$ cat src/design/opc_pkg.sv
/*
  Constants for the output pin and configuration register block:
  register offsets, field positions, reset values and timing counts.
  Assumes a 250 MHz core clock and registers reached by the serial
  port core through a byte-wide register access port.
*/
package opc_pkg;
  // Register offsets
  localparam logic [7:0] OFS_CONTROL_A = 8'h0f;
  localparam logic [7:0] OFS_CONTROL_B = 8'h10;
  localparam logic [7:0] OFS_CONFIG = 8'h11;
  localparam logic [7:0] OFS_CLOCK_SYNC = 8'h12;
  // Typical defaults; the real ones arrive from OTP at reset
  localparam logic [7:0] RST_CONTROL_A = 8'haa;
  localparam logic [7:0] RST_CONTROL_B = 8'h0a;
  localparam logic [7:0] RST_CONFIG = 8'h3c;
  localparam logic [7:0] RST_CLOCK_SYNC = 8'h02;
  // Control A fields
  localparam int B_DRIVE_TYPE = 7;
  localparam int B_GATE_HI = 6;
  localparam int B_GATE_LO = 5;
  localparam int B_LEVEL = 4;
  localparam int A_DRIVE_TYPE = 3;
  localparam int A_GATE_HI = 2;
  localparam int A_GATE_LO = 1;
  localparam int A_LEVEL = 0;
  // Control B fields
  localparam int CLOCK_PIN_FUNC = 5;
  localparam int PG_PIN_FUNC = 4;
  localparam int C_DRIVE_TYPE = 3;
  localparam int C_GATE_HI = 2;
  localparam int C_GATE_LO = 1;
  localparam int C_LEVEL = 0;
  // Configuration fields
  localparam int STARTUP_RANGE = 7;
  localparam int SHUTDOWN_RANGE = 6;
  localparam int CLOCK_PD = 5;
  localparam int PD_ENABLE_THREE = 4;
  localparam int PD_ENABLE_TWO = 3;
  localparam int PD_ENABLE_ONE = 2;
  localparam int THERMAL_LEVEL = 1;
  localparam int SPREAD_ENABLE = 0;
  // Clock sync fields
  localparam int LOOP_ENABLE = 6;
  localparam int FRAC_ENABLE = 5;
  localparam int FREQ_HI = 4;
  localparam int FREQ_LO = 0;
  // Thermal warning thresholds in degrees C
  localparam logic [7:0] THERMAL_LOW_C = 8'h7d;
  localparam logic [7:0] THERMAL_HIGH_C = 8'h8c;
  // Timing
  localparam int CLOCK_MHZ = 250;
  localparam int DELAY_STEP_US = 500;
  localparam int DELAY_STEP_CYCLES = DELAY_STEP_US * CLOCK_MHZ;
  localparam int CLOCK_LOSS_NS = 2000;
  localparam int CLOCK_LOSS_CYCLES = CLOCK_LOSS_NS * CLOCK_MHZ / 1000;
  localparam int SYNC_LATENCY = 3;
  // Delay sequencer states
  typedef enum logic [1:0] {
    SEQ_OFF, SEQ_RISING, SEQ_ON, SEQ_FALLING
  } opc_seq_e;
endpackage : opc_pkg

$ cat src/design/opc_pin_cell.sv
/*
  One configurable output pin cell: gate selection, level, drive type
  and alternate function. Assumes enable inputs are already
  synchronised to clock; pin output and enable come from flip-flops.
*/
`timescale 1ns/1ps
module opc_pin_cell (
  // Clock and reset
  input wire logic clock,
  input wire logic reset,
  // Configuration
  input wire logic [1:0] gate_select,
  input wire logic level,
  input wire logic open_drain,
  input wire logic func_is_output,
  input wire logic alt_drive,
  input wire logic alt_level,
  // Synchronised enable inputs, bit 0 is enable one
  input wire logic [2:0] enables,
  // Pin
  output logic pin_out,
  output logic pin_oe
);
  import opc_pkg::*;
  logic gated;
  logic want;
  logic drive;

  // Level ANDed with the chosen enable input, code zero is ungated
  always_comb begin
    unique case (gate_select)
      2'h0: gated = level;
      2'h1: gated = level & enables[0];
      2'h2: gated = level & enables[1];
      2'h3: gated = level & enables[2];
    endcase
  end

  // Alternate function either drives its own level or releases the pin
  assign want = func_is_output ? gated : alt_level;
  assign drive = func_is_output | alt_drive;

  // Open-drain only pulls low; a high level releases the pin
  always_ff @(posedge clock) begin
    if (reset) begin
      pin_out <= 1'b0;
      pin_oe <= 1'b0;
    end else if (!drive) begin
      pin_out <= 1'b0;
      pin_oe <= 1'b0;
    end else if (open_drain) begin
      pin_out <= 1'b0;
      pin_oe <= ~want;
    end else begin
      pin_out <= want;
      pin_oe <= 1'b1;
    end
  end
endmodule : opc_pin_cell

$ cat src/design/opc_regs.sv
/*
  Output pin and configuration register bank: four byte registers,
  three output pin cells, pull-down and converter configuration,
  thermal warning compare, external clock detection and a delayed
  enable sequencer. Assumes the serial port core presents byte
  register accesses on the same clock and that OTP defaults are
  stable whenever reset is asserted.
*/
`timescale 1ns/1ps
module opc_regs #(
  parameter int STEP_CYCLES = opc_pkg::DELAY_STEP_CYCLES
) (
  // Clock and reset
  input wire logic clock,
  input wire logic reset,
  // Register access from the serial port core
  input wire logic reg_write,
  input wire logic reg_read,
  input wire logic [7:0] reg_address,
  input wire logic [7:0] reg_write_data,
  output logic [7:0] reg_read_data,
  output logic reg_read_valid,
  // One-time-programmable defaults
  input wire logic [7:0] otp_control_a,
  input wire logic [7:0] otp_control_b,
  input wire logic [7:0] otp_config,
  input wire logic [7:0] otp_clock_sync,
  // Enable and clock pins
  input wire logic enable_input_one,
  input wire logic enable_input_two,
  input wire logic enable_input_three,
  input wire logic external_clock_input,
  // Internal power-good and temperature
  input wire logic power_good_b,
  input wire logic [7:0] die_temp_c,
  // Output pins
  output logic general_output_a_out,
  output logic general_output_a_oe,
  output logic general_output_b_out,
  output logic general_output_b_oe,
  output logic general_output_c_out,
  output logic general_output_c_oe,
  // Analog configuration
  output logic clock_input_pulldown,
  output logic enable_one_pulldown,
  output logic enable_two_pulldown,
  output logic enable_three_pulldown,
  output logic spread_spectrum_enable,
  output logic thermal_warning,
  // Clock synchronisation
  output logic use_external_clock,
  output logic [4:0] external_clock_frequency_code,
  output logic clock_change_event,
  // Delayed rail enable
  input wire logic rail_request,
  input wire logic [3:0] startup_code,
  input wire logic [3:0] shutdown_code,
  output logic rail_on
);
  import opc_pkg::*;

  logic [7:0] control_a_ff, control_b_ff, config_ff, clock_sync_ff;
  logic [2:0] en_meta_ff, en_sync_ff;
  logic [2:0] clk_pipe_ff;
  logic [8:0] since_edge_ff;
  logic clock_present_ff, use_ext_ff, present_last_ff;
  logic event_ff;
  opc_seq_e seq_ff, nxt_seq;
  logic [3:0] steps_ff;
  logic [22:0] tick_ff;
  logic step_done;

  // Step length in cycles for the chosen range
  function automatic logic [22:0] step_len(input logic long_range);
    step_len = long_range ? 23'(2 * STEP_CYCLES) : 23'(STEP_CYCLES);
  endfunction : step_len

  // Registers load OTP defaults, never hardwired values
  always_ff @(posedge clock) begin
    if (reset) begin
      control_a_ff <= otp_control_a;
      control_b_ff <= otp_control_b;
      config_ff <= otp_config;
      clock_sync_ff <= otp_clock_sync;
    end else if (reg_write) begin
      unique case (reg_address)
        OFS_CONTROL_A: control_a_ff <= reg_write_data;
        OFS_CONTROL_B: control_b_ff <= reg_write_data;
        OFS_CONFIG: config_ff <= reg_write_data;
        OFS_CLOCK_SYNC: clock_sync_ff <= reg_write_data;
        default: ;
      endcase
    end
  end

  // Read data is registered; unmapped addresses read zero
  always_ff @(posedge clock) begin
    if (reset) begin
      reg_read_data <= 8'h00;
      reg_read_valid <= 1'b0;
    end else begin
      reg_read_valid <= reg_read;
      if (reg_read) begin
        unique case (reg_address)
          OFS_CONTROL_A: reg_read_data <= control_a_ff;
          OFS_CONTROL_B: reg_read_data <= control_b_ff;
          OFS_CONFIG: reg_read_data <= config_ff;
          OFS_CLOCK_SYNC: reg_read_data <= clock_sync_ff;
          default: reg_read_data <= 8'h00;
        endcase
      end
    end
  end

  // Two-flop synchronisers for the enable pins
  always_ff @(posedge clock) begin
    if (reset) begin
      en_meta_ff <= 3'h0;
      en_sync_ff <= 3'h0;
    end else begin
      en_meta_ff <= {enable_input_three, enable_input_two,
                     enable_input_one};
      en_sync_ff <= en_meta_ff;
    end
  end

  // Output A: no alternate function
  opc_pin_cell u_cell_a (
    .clock(clock),
    .reset(reset),
    .gate_select(control_a_ff[A_GATE_HI:A_GATE_LO]),
    .level(control_a_ff[A_LEVEL]),
    .open_drain(control_a_ff[A_DRIVE_TYPE]),
    .func_is_output(1'b1),
    .alt_drive(1'b0),
    .alt_level(1'b0),
    .enables(en_sync_ff),
    .pin_out(general_output_a_out),
    .pin_oe(general_output_a_oe)
  );

  // Output B shares its pin with power-good; drive type covers both
  opc_pin_cell u_cell_b (
    .clock(clock),
    .reset(reset),
    .gate_select(control_a_ff[B_GATE_HI:B_GATE_LO]),
    .level(control_a_ff[B_LEVEL]),
    .open_drain(control_a_ff[B_DRIVE_TYPE]),
    .func_is_output(control_b_ff[PG_PIN_FUNC]),
    .alt_drive(1'b1),
    .alt_level(power_good_b),
    .enables(en_sync_ff),
    .pin_out(general_output_b_out),
    .pin_oe(general_output_b_oe)
  );

  // Output C shares its pin with the clock input, released as input
  opc_pin_cell u_cell_c (
    .clock(clock),
    .reset(reset),
    .gate_select(control_b_ff[C_GATE_HI:C_GATE_LO]),
    .level(control_b_ff[C_LEVEL]),
    .open_drain(control_b_ff[C_DRIVE_TYPE]),
    .func_is_output(control_b_ff[CLOCK_PIN_FUNC]),
    .alt_drive(1'b0),
    .alt_level(1'b0),
    .enables(en_sync_ff),
    .pin_out(general_output_c_out),
    .pin_oe(general_output_c_oe)
  );

  // Configuration outputs are flops, not decoded from the bus
  always_ff @(posedge clock) begin
    if (reset) begin
      clock_input_pulldown <= 1'b0;
      enable_one_pulldown <= 1'b0;
      enable_two_pulldown <= 1'b0;
      enable_three_pulldown <= 1'b0;
      spread_spectrum_enable <= 1'b0;
      thermal_warning <= 1'b0;
      external_clock_frequency_code <= 5'h00;
    end else begin
      clock_input_pulldown <= config_ff[CLOCK_PD];
      enable_three_pulldown <= config_ff[PD_ENABLE_THREE];
      enable_two_pulldown <= config_ff[PD_ENABLE_TWO];
      enable_one_pulldown <= config_ff[PD_ENABLE_ONE];
      spread_spectrum_enable <= config_ff[SPREAD_ENABLE];
      thermal_warning <= die_temp_c >= (config_ff[THERMAL_LEVEL] ?
        THERMAL_HIGH_C : THERMAL_LOW_C);
      // Passed straight on: the host keeps it still while looping
      external_clock_frequency_code <= clock_sync_ff[FREQ_HI:FREQ_LO];
    end
  end

  // External clock presence: an edge within the loss window
  always_ff @(posedge clock) begin
    if (reset) begin
      clk_pipe_ff <= 3'h0;
      since_edge_ff <= 9'h000;
      clock_present_ff <= 1'b0;
    end else begin
      clk_pipe_ff <= {clk_pipe_ff[1:0], external_clock_input};
      if (clk_pipe_ff[2] != clk_pipe_ff[1]) begin
        since_edge_ff <= 9'h000;
        clock_present_ff <= 1'b1;
      end else if (since_edge_ff == 9'(CLOCK_LOSS_CYCLES - 1)) begin
        clock_present_ff <= 1'b0;
      end else begin
        since_edge_ff <= since_edge_ff + 9'h001;
      end
    end
  end

  // Loop off forces the internal oscillator; clock presence changes raise a pulse while looping
  always_ff @(posedge clock) begin
    if (reset) begin
      use_ext_ff <= 1'b0;
      event_ff <= 1'b0;
      present_last_ff <= 1'b0;
    end else begin
      use_ext_ff <= clock_sync_ff[LOOP_ENABLE] & clock_present_ff;
      event_ff <= clock_sync_ff[LOOP_ENABLE] &
                  (clock_present_ff != present_last_ff);
      present_last_ff <= clock_present_ff;
    end
  end
  assign use_external_clock = use_ext_ff;
  assign clock_change_event = event_ff;

  // Delayed enable: code counts whole steps after the request edge
  assign step_done = tick_ff == 23'h000000;
  always_comb begin
    nxt_seq = seq_ff;
    unique case (seq_ff)
      SEQ_OFF: if (rail_request) nxt_seq = SEQ_RISING;
      SEQ_RISING: begin
        if (!rail_request) nxt_seq = SEQ_OFF;
        else if (steps_ff == 4'h0) nxt_seq = SEQ_ON;
      end
      SEQ_ON: if (!rail_request) nxt_seq = SEQ_FALLING;
      SEQ_FALLING: begin
        if (rail_request) nxt_seq = SEQ_ON;
        else if (steps_ff == 4'h0) nxt_seq = SEQ_OFF;
      end
    endcase
  end

  // Step timer and remaining step count
  always_ff @(posedge clock) begin
    if (reset) begin
      seq_ff <= SEQ_OFF;
      steps_ff <= 4'h0;
      tick_ff <= 23'h000000;
    end else begin
      seq_ff <= nxt_seq;
      if (seq_ff == SEQ_OFF && rail_request) begin
        steps_ff <= startup_code;
        tick_ff <= step_len(config_ff[STARTUP_RANGE]) - 23'h1;
      end else if (seq_ff == SEQ_ON && !rail_request) begin
        steps_ff <= shutdown_code;
        tick_ff <= step_len(config_ff[SHUTDOWN_RANGE]) - 23'h1;
      end else if (steps_ff != 4'h0) begin
        if (step_done) begin
          steps_ff <= steps_ff - 4'h1;
          tick_ff <= step_len(seq_ff == SEQ_FALLING ?
            config_ff[SHUTDOWN_RANGE] : config_ff[STARTUP_RANGE]) - 23'h1;
        end else begin
          tick_ff <= tick_ff - 23'h1;
        end
      end
    end
  end
  assign rail_on = (seq_ff == SEQ_ON) || (seq_ff == SEQ_FALLING);

  // Checks; sampled reset keeps the release edge out of the antecedents
  a_b_open_drain: assert property (@(posedge clock) disable iff (reset)
    control_a_ff[B_DRIVE_TYPE] ##1 control_a_ff[B_DRIVE_TYPE]
    |-> !general_output_b_out)
    else $error("output B drove high in open-drain mode");
  a_b_gate_one: assert property (@(posedge clock) disable iff (reset)
    (control_b_ff[PG_PIN_FUNC] && !control_a_ff[B_DRIVE_TYPE] &&
     control_a_ff[B_GATE_HI:B_GATE_LO] == 2'h1 &&
     control_a_ff[B_LEVEL] && !enable_input_one)[*4]
    |-> !general_output_b_out)
    else $error("output B not gated by enable one");
  a_b_pg_func: assert property (@(posedge clock) disable iff (reset)
    (!reset && !control_b_ff[PG_PIN_FUNC] && !control_a_ff[B_DRIVE_TYPE])[*2]
    |-> general_output_b_out == $past(power_good_b))
    else $error("power-good not on shared pin");
  a_a_level_copy: assert property (@(posedge clock) disable iff (reset)
    (!reset && !control_a_ff[A_DRIVE_TYPE] &&
     control_a_ff[A_GATE_HI:A_GATE_LO] == 2'h0)[*2]
    |-> general_output_a_out == $past(control_a_ff[A_LEVEL]))
    else $error("output A level not followed");
  a_a_push_pull: assert property (@(posedge clock) disable iff (reset)
    !reset && !control_a_ff[A_DRIVE_TYPE] |=> general_output_a_oe)
    else $error("output A not driven in push-pull");
  a_a_gate_three: assert property (@(posedge clock) disable iff (reset)
    (control_a_ff[A_GATE_HI:A_GATE_LO] == 2'h3 && control_a_ff[A_LEVEL]
     && !control_a_ff[A_DRIVE_TYPE] && enable_input_three)[*4]
    |-> general_output_a_out)
    else $error("output A not passed by enable three");
  a_c_released: assert property (@(posedge clock) disable iff (reset)
    !control_b_ff[CLOCK_PIN_FUNC] |=> !general_output_c_oe)
    else $error("clock pin driven while an input");
  a_c_level: assert property (@(posedge clock) disable iff (reset)
    (!reset && control_b_ff[CLOCK_PIN_FUNC] && control_b_ff[C_DRIVE_TYPE] &&
     control_b_ff[C_GATE_HI:C_GATE_LO] == 2'h0)[*2]
    |-> general_output_c_oe == !$past(control_b_ff[C_LEVEL]))
    else $error("output C open-drain level wrong");
  a_loop_off: assert property (@(posedge clock) disable iff (reset)
    !clock_sync_ff[LOOP_ENABLE] |=> !use_external_clock)
    else $error("external clock used with loop off");
  a_pulldown_map: assert property (@(posedge clock) disable iff (reset)
    !reset |=> enable_three_pulldown == $past(config_ff[PD_ENABLE_THREE]))
    else $error("enable three pull-down mismatch");
  a_spread_map: assert property (@(posedge clock) disable iff (reset)
    !reset |=> spread_spectrum_enable == $past(config_ff[SPREAD_ENABLE]))
    else $error("spread-spectrum enable mismatch");
  a_thermal_low: assert property (@(posedge clock) disable iff (reset)
    !reset && !config_ff[THERMAL_LEVEL] && die_temp_c == THERMAL_LOW_C
    |=> thermal_warning)
    else $error("thermal warning missed at low threshold");
  a_zero_delay: assert property (@(posedge clock) disable iff (reset)
    !reset && seq_ff == SEQ_OFF && rail_request && startup_code == 4'h0
    ##1 rail_request |=> rail_on)
    else $error("zero startup delay not immediate");
  a_read_back: assert property (@(posedge clock) disable iff (reset)
    reg_read && reg_address == OFS_CONFIG
    |=> reg_read_valid && reg_read_data == $past(config_ff))
    else $error("register read-back mismatch");

  c_b_as_output: cover property (@(posedge clock) disable iff (reset)
    control_b_ff[PG_PIN_FUNC] && general_output_b_oe);
  c_ext_clock: cover property (@(posedge clock) disable iff (reset)
    use_external_clock);
  c_clock_event: cover property (@(posedge clock) disable iff (reset)
    clock_change_event);
  c_rail_cycle: cover property (@(posedge clock) disable iff (reset)
    seq_ff == SEQ_FALLING ##1 seq_ff == SEQ_OFF);
endmodule : opc_regs

$ cat config.mk
export PLATFORM = sky130hd
export DESIGN_NAME = opc_regs
export DESIGN_NICKNAME = d
export VERILOG_FILES = /design/src/design/opc_pkg.sv /design/src/design/opc_pin_cell.sv /design/src/design/opc_regs.sv
export SDC_FILE = /design/constraint.sdc
export NUM_CORES = 1
export LEC_CHECK = 0
export BUFFER_PORTS_ARGS = -buffer_cell sky130_fd_sc_hd__buf_2
export CORE_ASPECT_RATIO = 0.6
export CORE_MARGIN = 2
export CORE_UTILIZATION = 45
export CTS_BUF_LIST = sky130_fd_sc_hd__clkbuf_8
export CTS_CLUSTER_DIAMETER = 120
export DETAILED_ROUTE_END_ITERATION = 10
export GPL_ROUTABILITY_DRIVEN = 0
export HOLD_SLACK_MARGIN = 0.08
export PLACE_DENSITY = 0.7
export SLEW_MARGIN = 40
export SYNTH_ARGS = -nofsm -noshare
export SYNTH_HDL_FRONTEND = slang
export SYNTH_HIERARCHICAL = 1
export SYNTH_SLANG_ARGS = --single-unit
$ cat constraint.sdc
create_clock -name clock -period 5.08 [get_ports clock]
set_input_delay 0.508 -clock clock [delete_from_list [all_inputs] [get_ports clock]]
set_output_delay 0.508 -clock clock [all_outputs]
set_load 0.005 [all_outputs]
# Word-level counts from Yosys, hierarchy flattened
# Index checks and enable logic that the tools add are counted.
# totals
elab_cells	148
reg_bits	109
in_bits	74
out_inout_bits	29
# op_classes
bitwise	15
n_reduce_logical	30
n_eq_ne	23
order_cmp	1
mux	43
n_addsub	6
# op_table
cell	n
8-bit 2-to-1 mux	13
23-bit 2-to-1 mux	4
18-bit by 1-bit subtractor with 19-bit output (second input constant)	3
18-bit 2-to-1 mux	3
8-bit one-hot mux with 4 select lines	1
8-bit by 5-bit equality test with 1-bit output (second input constant)	3
23-bit zero test	1
23-bit by 1-bit subtractor with 23-bit output (second input constant)	1
2-bit equality test (second input constant)	8
4-bit 2-to-1 mux	4
2-bit 2-to-1 mux	6
1-bit one-hot mux with 4 select lines	3
2-bit nonzero test	6
1-bit AND	11
2-bit AND reduction	5
9-bit by 1-bit adder with 9-bit output (second input constant)	1
9-bit equality test (second input constant)	1
2-bit by 1-bit equality test with 1-bit output (second input constant)	4
8-bit by 4-bit equality test with 1-bit output (second input constant)	1
8-bit >= comparator	1
2-bit zero test	4
1-bit 2-to-1 mux	8
2-bit one-hot mux with 4 select lines	1
2-bit OR reduction	4
other kinds (13)	21

# Longest topological paths before layout
# Gate-level depths: netlist of run 1.
# depth
ltp_word	8
mapped_depth	8
ltp_nobuf	7

# Modules after synthesis
# The synthesis of run 1 kept the hierarchy.
# modules_own_cells
mod	seq_area_each_um2	area_each_um2	cells_per_inst	instances
opc_regs	2382.3	4783.3	503	1
opc_pin_cell	40.0	117.6	13	3

# Worst setup path after synthesis of run 1
# No wires, ideal clock.
# synth_path
path_type	input to register
start	input port reg_address[5]
end	register config_ff[0] (enable)
arrival_ps	2093
t_required_ps	4771
n_path_buf	1
path_stages	5
setup_ps	309
setup_slack_ps	2679
path_cell_list	or3_4 or4b_4 buf_6 nor3b_4 a21o_2
# synth_via
elab_chain_len	3
# synth_rtl
item	line	text
from (decl)	opc_regs.sv:19	input wire logic [7:0] reg_address,
8-bit by 5-bit equality test with 1-bit output	opc_regs.sv:86	unique case (reg_address)
2-bit nonzero test (no line)	-	
2-bit AND reduction (no line)	-	
to (signal assigned)	opc_regs.sv:83	config_ff <= otp_config;
to (signal assigned)	opc_regs.sv:89	OFS_CONFIG: config_ff <= reg_write_data;
to (decl)	opc_regs.sv:62	logic [7:0] control_a_ff, control_b_ff, config_ff, clock_sync_ff;
# Every way passes these cells.
# A chain may end at the register's enable or synchronous reset.

# Worst setup path after layout of run 1
# layout_path
start	register tick_ff[7]
end	register tick_ff[21]
# layout_via
elab_chain_len	5
word_cells_on_any_way	6
classes_between	add/sub: 1; mux: 4; reduce/logical: 1
# layout_rtl
item	line	text
from (decl)	opc_regs.sv:70	logic [22:0] tick_ff;
from (signal assigned)	opc_regs.sv:258	tick_ff <= step_len(config_ff[STARTUP_RANGE]) - 23'h1;
from (signal assigned)	opc_regs.sv:261	tick_ff <= step_len(config_ff[SHUTDOWN_RANGE]) - 23'h1;
from (signal assigned)	opc_regs.sv:265	tick_ff <= step_len(seq_ff == SEQ_FALLING ?
23-bit by 1-bit subtractor with 23-bit output or 23-bit zero test (tied branches)	opc_regs.sv:268, opc_regs.sv:231	
23-bit 2-to-1 mux (*)	opc_regs.sv:263	if (step_done) begin
23-bit 2-to-1 mux (*)	opc_regs.sv:262	end else if (steps_ff != 4'h0) begin
23-bit 2-to-1 mux (*)	opc_regs.sv:259	end else if (seq_ff == SEQ_ON && !rail_request) begin
23-bit 2-to-1 mux (*)	opc_regs.sv:256	if (seq_ff == SEQ_OFF && rail_request) begin
# Every way passes the cells marked *; elsewhere a longest branch is shown, timed or not. The select of a mux whose other input is x is not followed.

==> results.sh, run 1 <==
export IMPL_synth_cell_types=69
export IMPL_yosys_area_top_type="dfxtp_1"
export IMPL_synth_async_reset_ratio=0
export IMPL_grt_max_degree=54
export IMPL_cts_tree="done"
export IMPL_fin_crit_sh=0.514
export IMPL_gr_total_overflow=0
export IMPL_seqCellArea_um2=2500
export IMPL_drt_wl_total_mm=12.8
export IMPL_top_level_ports=103
export IMPL_ys_seq_area_frac=0.487
export IMPL_diodes=0
export IMPL_whs_path_depth=2
export IMPL_fin_total_pwr_w=0.00216
export IMPL_yosys_top_cells_count="nand2_1 (88), dfxtp_1 (77), nor2_1 (44), edfxtp_1 (32), nor2b_1 (21)"
export IMPL_setup_viol=0
export IMPL_leakage_nw=2.54
export IMPL_ant_nets=0
export IMPL_core_um2=11200
export IMPL_power_density_nw_per_um2=361
export IMPL_hp_start="enable_input_two"
export IMPL_outcome="finished, final reports clean"
export IMPL_yosys_area_top_type_share=0.300
export IMPL_synth_area_um2=5140
export IMPL_tns_ps=0
export IMPL_cp_max_fo=11
export IMPL_wire_per_inst_um=16.3
export IMPL_synthCells=542
export IMPL_first_pass_iters=7
export IMPL_grt_setup_unrepaired="no"
export IMPL_cts_resized=0
export IMPL_grt_pass1_wl_mm=20.2
export IMPL_synthFlopType="dfxtp_1"
export IMPL_port_buffers=102
export IMPL_num_vias=4394
export IMPL_root_buffer="clkbuf_8"
export IMPL_cts_clk_slew_worst_paths_ps=90
export IMPL_hold_class="in2reg"
export IMPL_htree_levels=3
export IMPL_vias_per_cell=5.60
export IMPL_clock_path_buffers=2
export IMPL_peakVddDrop_uv=150
export IMPL_rr_endpoint="tick_ff[21]$_SDFFE_PP0P_"
export IMPL_clock_sinks=109
export IMPL_crit_arrival_ps=2850
export IMPL_dpl_instance_area_um2=5740
export IMPL_ys_ff_latch=109
export IMPL_start_kind="register"
export IMPL_hold_violations=0
export IMPL_synth_most_common_cell="nand2_1"
export IMPL_clock_skew_ps=13.0
export IMPL_dp_hpwl_mm=9.83
export IMPL_postLayoutCellArea_um2=5980
export IMPL_yosysWarnings=6
export IMPL_cts_inserted_buffers=9
export IMPL_grtUsageTotal=0.213
export IMPL_drive_gt1_frac=0.220
export IMPL_die_area_um2=12300
export IMPL_cts_hold_buf=0
export IMPL_drv_slew=0
export IMPL_reg2reg_slack_ps=2470
export IMPL_dieWidth_um=142
export IMPL_synth_area_per_cell_um2=9.48
export IMPL_nets=719
export IMPL_post_cts_buffers=0
export IMPL_reg2reg_from="tick_ff[7]$_SDFFE_PP0P_"
export IMPL_cap_violations=0
export IMPL_multiInputGateArea_um2=2490
export IMPL_reg2reg_depth=5
export IMPL_antenna_found_initial=0
export IMPL_die_h_um=86.8
export IMPL_endpoint_kind="register"
export IMPL_nFillCells=1021
export IMPL_worst_setup_path_type="reg2reg"
export IMPL_max_freq_ghz=0.383
export IMPL_rows=30
export IMPL_post_route_drc_count=0
export IMPL_min_to="en_meta_ff[1]$_SDFF_PP0_"
export IMPL_crit_required_ps=5320
export IMPL_relSlewSlack=0.491
export IMPL_drt_initial_drc_count=375
export IMPL_clock_latency_ps=360
export IMPL_tightest_slew_ps=764
export IMPL_period_minus_slack_ps=2610
export IMPL_synth_edf_count=32
export IMPL_grt_pass1_vias=3979
export IMPL_initial_utilization=0.458
export IMPL_syn_to_final_growth_pct=16.5
export IMPL_synth_top_cells_by_area="dfxtp_1 (30%), edfxtp_1 (19%), nand2_1 (6.4%)"
per-layer routing:
metal	track usage	vias to the layer above	share of wire
li1	-	2122	-
met2	0.303	195	0.42
met1	0.327	2063	0.48
met3	0.0464	14	0.090
met5	0	-	0
met4	0.0482	0	0.010
cells in the final DEF, fill, tap and decap left out, types with 4 or more instances in the layout:
cell type	n
a211oi_1	10
a21o_1	5
a21oi_1	17
a221oi_1	5
a222oi_1	7
a22oi_1	8
a311oi_1	4
and3_1	4
buf_2	101
clkbuf_8	9
conb_1	11
dfxtp_1	77
edfxtp_1	32
ha_1	9
inv_1	16
mux2i_1	6
nand2_1	88
nand2b_1	12
nand3_1	17
nand4_1	7
nor2_1	44
nor2b_1	21
nor3_1	7
nor4_1	4
o211ai_1	5
o21ai_0	7
o21ai_1	9
o21bai_1	5
or3_1	4
or3b_2	5
xnor2_1	11
xor2_1	14
state kept, by name (all words and copies together), names as in the netlist, 3 cells and up, named ones only:
name	count
tick_ff	23
control_a_ff	8
steps_ff	4
clock_sync_ff	8
since_edge_ff	9
config_ff	8
reg_read_data	8
clk_pipe_ff	3
control_b_ff	8
en_meta_ff	3
en_sync_ff	3
external_clock_frequency_code	5
power by group:
part           internal (W)  total (W)  switching (W)
sequential         0.000981    0.00107      0.0000854
clock              0.000326   0.000610       0.000284
combinational      0.000197   0.000482       0.000285
worst max path at each step:
stage	startpoint	to	slack, ps	cells after the start
finish	tick_ff[7]$_SDFFE_PP0P_	tick_ff[21]$_SDFFE_PP0P_	2470	5
CTS	tick_ff[7]$_SDFFE_PP0P_	tick_ff[5]$_SDFFE_PP0P_	2500	5
global route	tick_ff[7]$_SDFFE_PP0P_	tick_ff[18]$_SDFFE_PP0P_	2260	5
floorplan	reg_address[5]	config_ff[0]$_DFFE_PP_	2680	5
detailed placement	reg_address[5]	config_ff[6]$_DFFE_PP_	2440	5
global placement	reg_address[5]	config_ff[6]$_DFFE_PP_	2510	5
cell type report:
type,instances,share of cell area
clock buffer,9,0.0207
clock inverter,7,0.0192
inverter,15,0.00941
multi-input combinational,398,0.415
sequential,109,0.418
tap,144,0.0301
timing repair buffer,103,0.0870
through the flow:
stage / instances / hold slack, ps / utilization / setup WS [ps]
after floorplan: 551 / 414 / - / 2680
after global placement: 769 / 429 / 0.511 / 2510
after detailed placement: 769 / 438 / 0.512 / 2440
after global routing: 785 / 362 / 0.533 / 2260
final: 785 / 369 / 0.533 / 2470
after CTS: 785 / 356 / 0.533 / 2500
cell families (layout without fill, tap and decap cells):
kind of cell / Yosys count / in the layout / synth area share
AO/OA/AOI/OAI: 109 / 109 / 0.158
XOR/XNOR: 25 / 25 / 0.0426
adder cells (fa/ha/maj): 9 / 9 / 0.0219
buffers and inverters: 44 / 134 / 0.0361
flip-flops: 109 / 109 / 0.487
multiplexers: 7 / 7 / 0.0139
other: 2 / 11 / 0.00146
AND/OR/NAND/NOR: 237 / 237 / 0.239
worst max-delay path, cell delays in order (launching register included):
cell      delay (ps)
dfxtp_1          350
or4_4            590
nor3_2           590
a41oi_2          480
nand2b_1         410
nor2_1            90
Note: power is estimated with default switching activity, not from simulation.
==> run 2: changes to the inputs <==
- clock period: 5.08 -> 2.69 ns (I/O delays scaled with it)
==> run 2 against run 1 <==
Net effect: clock skew decreased by 4.0 ps; critical path depth unchanged; combinational power is 95% higher; worst setup slack got worse by 2100 ps.
==> results.sh, run 2 (synthesis results as in run 1) <==
export IMPL_drt_initial_drc_count=372
export IMPL_cts_hold_buf=1
export IMPL_leakage_nw=2.57
export IMPL_tightest_slew_ps=727
export IMPL_drt_wl_total_mm=13.2
export IMPL_clock_latency_ps=380
export IMPL_initial_utilization=0.458
export IMPL_worst_path_largest_cell_delay_ps=590
export IMPL_nets=729
export IMPL_root_buffer="clkbuf_8"
export IMPL_tns_ps=0
export IMPL_grt_pass1_wl_mm=20.9
export IMPL_rr_endpoint="tick_ff[11]$_SDFFE_PP0P_"
export IMPL_dp_hpwl_mm=10.1
export IMPL_num_vias=4415
export IMPL_cts_tree="done"
export IMPL_max_freq_ghz=0.431
export IMPL_grt_pass1_vias=4112
export IMPL_outcome="finished, final reports clean"
export IMPL_cts_resized=0
export IMPL_worst_setup_path_type="reg2reg"
export IMPL_nFillCells=1003
export IMPL_diodes=0
export IMPL_ant_nets=0
export IMPL_whs_path_depth=2
export IMPL_dieWidth_um=142
export IMPL_grt_max_degree=47
export IMPL_relSlewSlack=0.512
export IMPL_grtUsageTotal=0.220
export IMPL_fin_ws_ps=372
export IMPL_start_kind="register"
export IMPL_postLayoutCellArea_um2=6030
export IMPL_reg2reg_from="tick_ff[7]$_SDFFE_PP0P_"
export IMPL_vias_per_cell=5.55
export IMPL_largest_registers="tick_ff: 23 flops, since_edge_ff: 9 flops"
export IMPL_hold_class="in2reg"
export IMPL_clock_path_buffers=2
export IMPL_largest_register_ffs=23
export IMPL_power_density_nw_per_um2=662
export IMPL_path_cells="or4_4, nor3_2, and3_1, o211ai_1, a311oi_1"
export IMPL_antenna_found_initial=0
export IMPL_peakVddDrop_uv=329
export IMPL_rows=30
export IMPL_cap_violations=0
export IMPL_cp_max_fo=8
export IMPL_port_buffers=102
export IMPL_gr_total_overflow=0
export IMPL_endpoint_kind="register"
export IMPL_dpl_instance_area_um2=5820
export IMPL_syn_to_final_growth_pct=17.4
export IMPL_clock_sinks=109
export IMPL_fin_crit_sh=0.862
export IMPL_post_place_ws_ps=438
export IMPL_crit_path_start="tick_ff[7]$_SDFFE_PP0P_"
export IMPL_htree_levels=3
export IMPL_cts_clk_slew_worst_paths_ps=110
export IMPL_post_cts_buffers=0
export IMPL_min_to="u_cell_b/pin_oe$_SDFF_PP0_"
export IMPL_reg2reg_slack_ps=370
export IMPL_die_h_um=86.8
export IMPL_grt_setup_unrepaired="no"
export IMPL_drv_slew=0
export IMPL_post_route_drc_count=0
export IMPL_final_cell_mix="buf_2 (102), nand2_1 (88), dfxtp_1 (77)"
export IMPL_clock_skew_ps=8.99
export IMPL_setup_viol=0
export IMPL_first_pass_iters=6
export IMPL_cts_inserted_buffers=9
export IMPL_regMostFlops="tick_ff"
export IMPL_top_level_ports=103
export IMPL_reg2reg_depth=5
export IMPL_period_minus_slack_ps=2320
export IMPL_crit_arrival_ps=2620
export IMPL_drive_gt1_frac=0.230
export IMPL_die_area_um2=12300
export IMPL_cpMaxStageDelayCell="or4_4"
export IMPL_hp_start="power_good_b"
export IMPL_final_common_cell="buf_2"
export IMPL_wire_per_inst_um=16.6
export IMPL_core_um2=11200
export IMPL_hold_violations=0
export IMPL_crit_required_ps=2990
==> run 2: critical path, delay by kind of cell (launching register included) <==
kind | cells | cell delay (ps)
flops | 1 | 350
compound gates | 2 | 440
simple gates | 3 | 1450
==> run 2: worst max-delay path by stage <==
stage / end / slack [ps] / cells after the start
floorplan: config_ff[0]$_DFFE_PP_ / 530 / 5
global placement: control_b_ff[5]$_DFFE_PP_ / 530 / 5
detailed placement: tick_ff[11]$_SDFFE_PP0P_ / 440 / 5
CTS: tick_ff[11]$_SDFFE_PP0P_ / 420 / 5
global route: tick_ff[11]$_SDFFE_PP0P_ / 270 / 5
finish: tick_ff[11]$_SDFFE_PP0P_ / 370 / 5
==> run 2: layout make-up <==
cell class / count / area [µm²] / area share
inverter: 15 / 56.3 / 0.00933
timing repair buffer: 113 / 608 / 0.101
multi-input combinational: 398 / 2480 / 0.412
clock inverter: 7 / 78.8 / 0.0131
sequential: 109 / 2500 / 0.415
clock buffer: 9 / 124 / 0.0205
tap: 144 / 180 / 0.0299
==> run 2: layer usage <==
| metal | routed length, µm | up-vias | global-route usage | share of wire |
|---|---|---|---|---|
| li1 | - | 2147 | - | - |
| met1 | 6120 | 2034 | 0.306 | 0.46 |
| met2 | 5480 | 215 | 0.327 | 0.41 |
| met3 | 1440 | 19 | 0.0751 | 0.11 |
| met4 | 192 | 0 | 0.0636 | 0.015 |
| met5 | 0 | - | 0 | 0 |
==> run 2: report_power, final <==
part           switching (W)  internal (W)  total (W)
clock network       0.000588      0.000445    0.00103
logic               0.000542      0.000397   0.000940
registers           0.000165       0.00185    0.00202
==> run 2: stage by stage <==
stage,hold WS (ps),power (W),std cells,util
6_report,106,0.00399,795,0.537
5_1_grt,105,0.00420,795,0.537
4_1_cts,86.8,0.00400,795,0.537
3_5_place_dp,432,0.00297,778,0.519
3_3_place_gp,424,0.00293,778,0.519
2_1_floorplan,387,0.00266,551,-
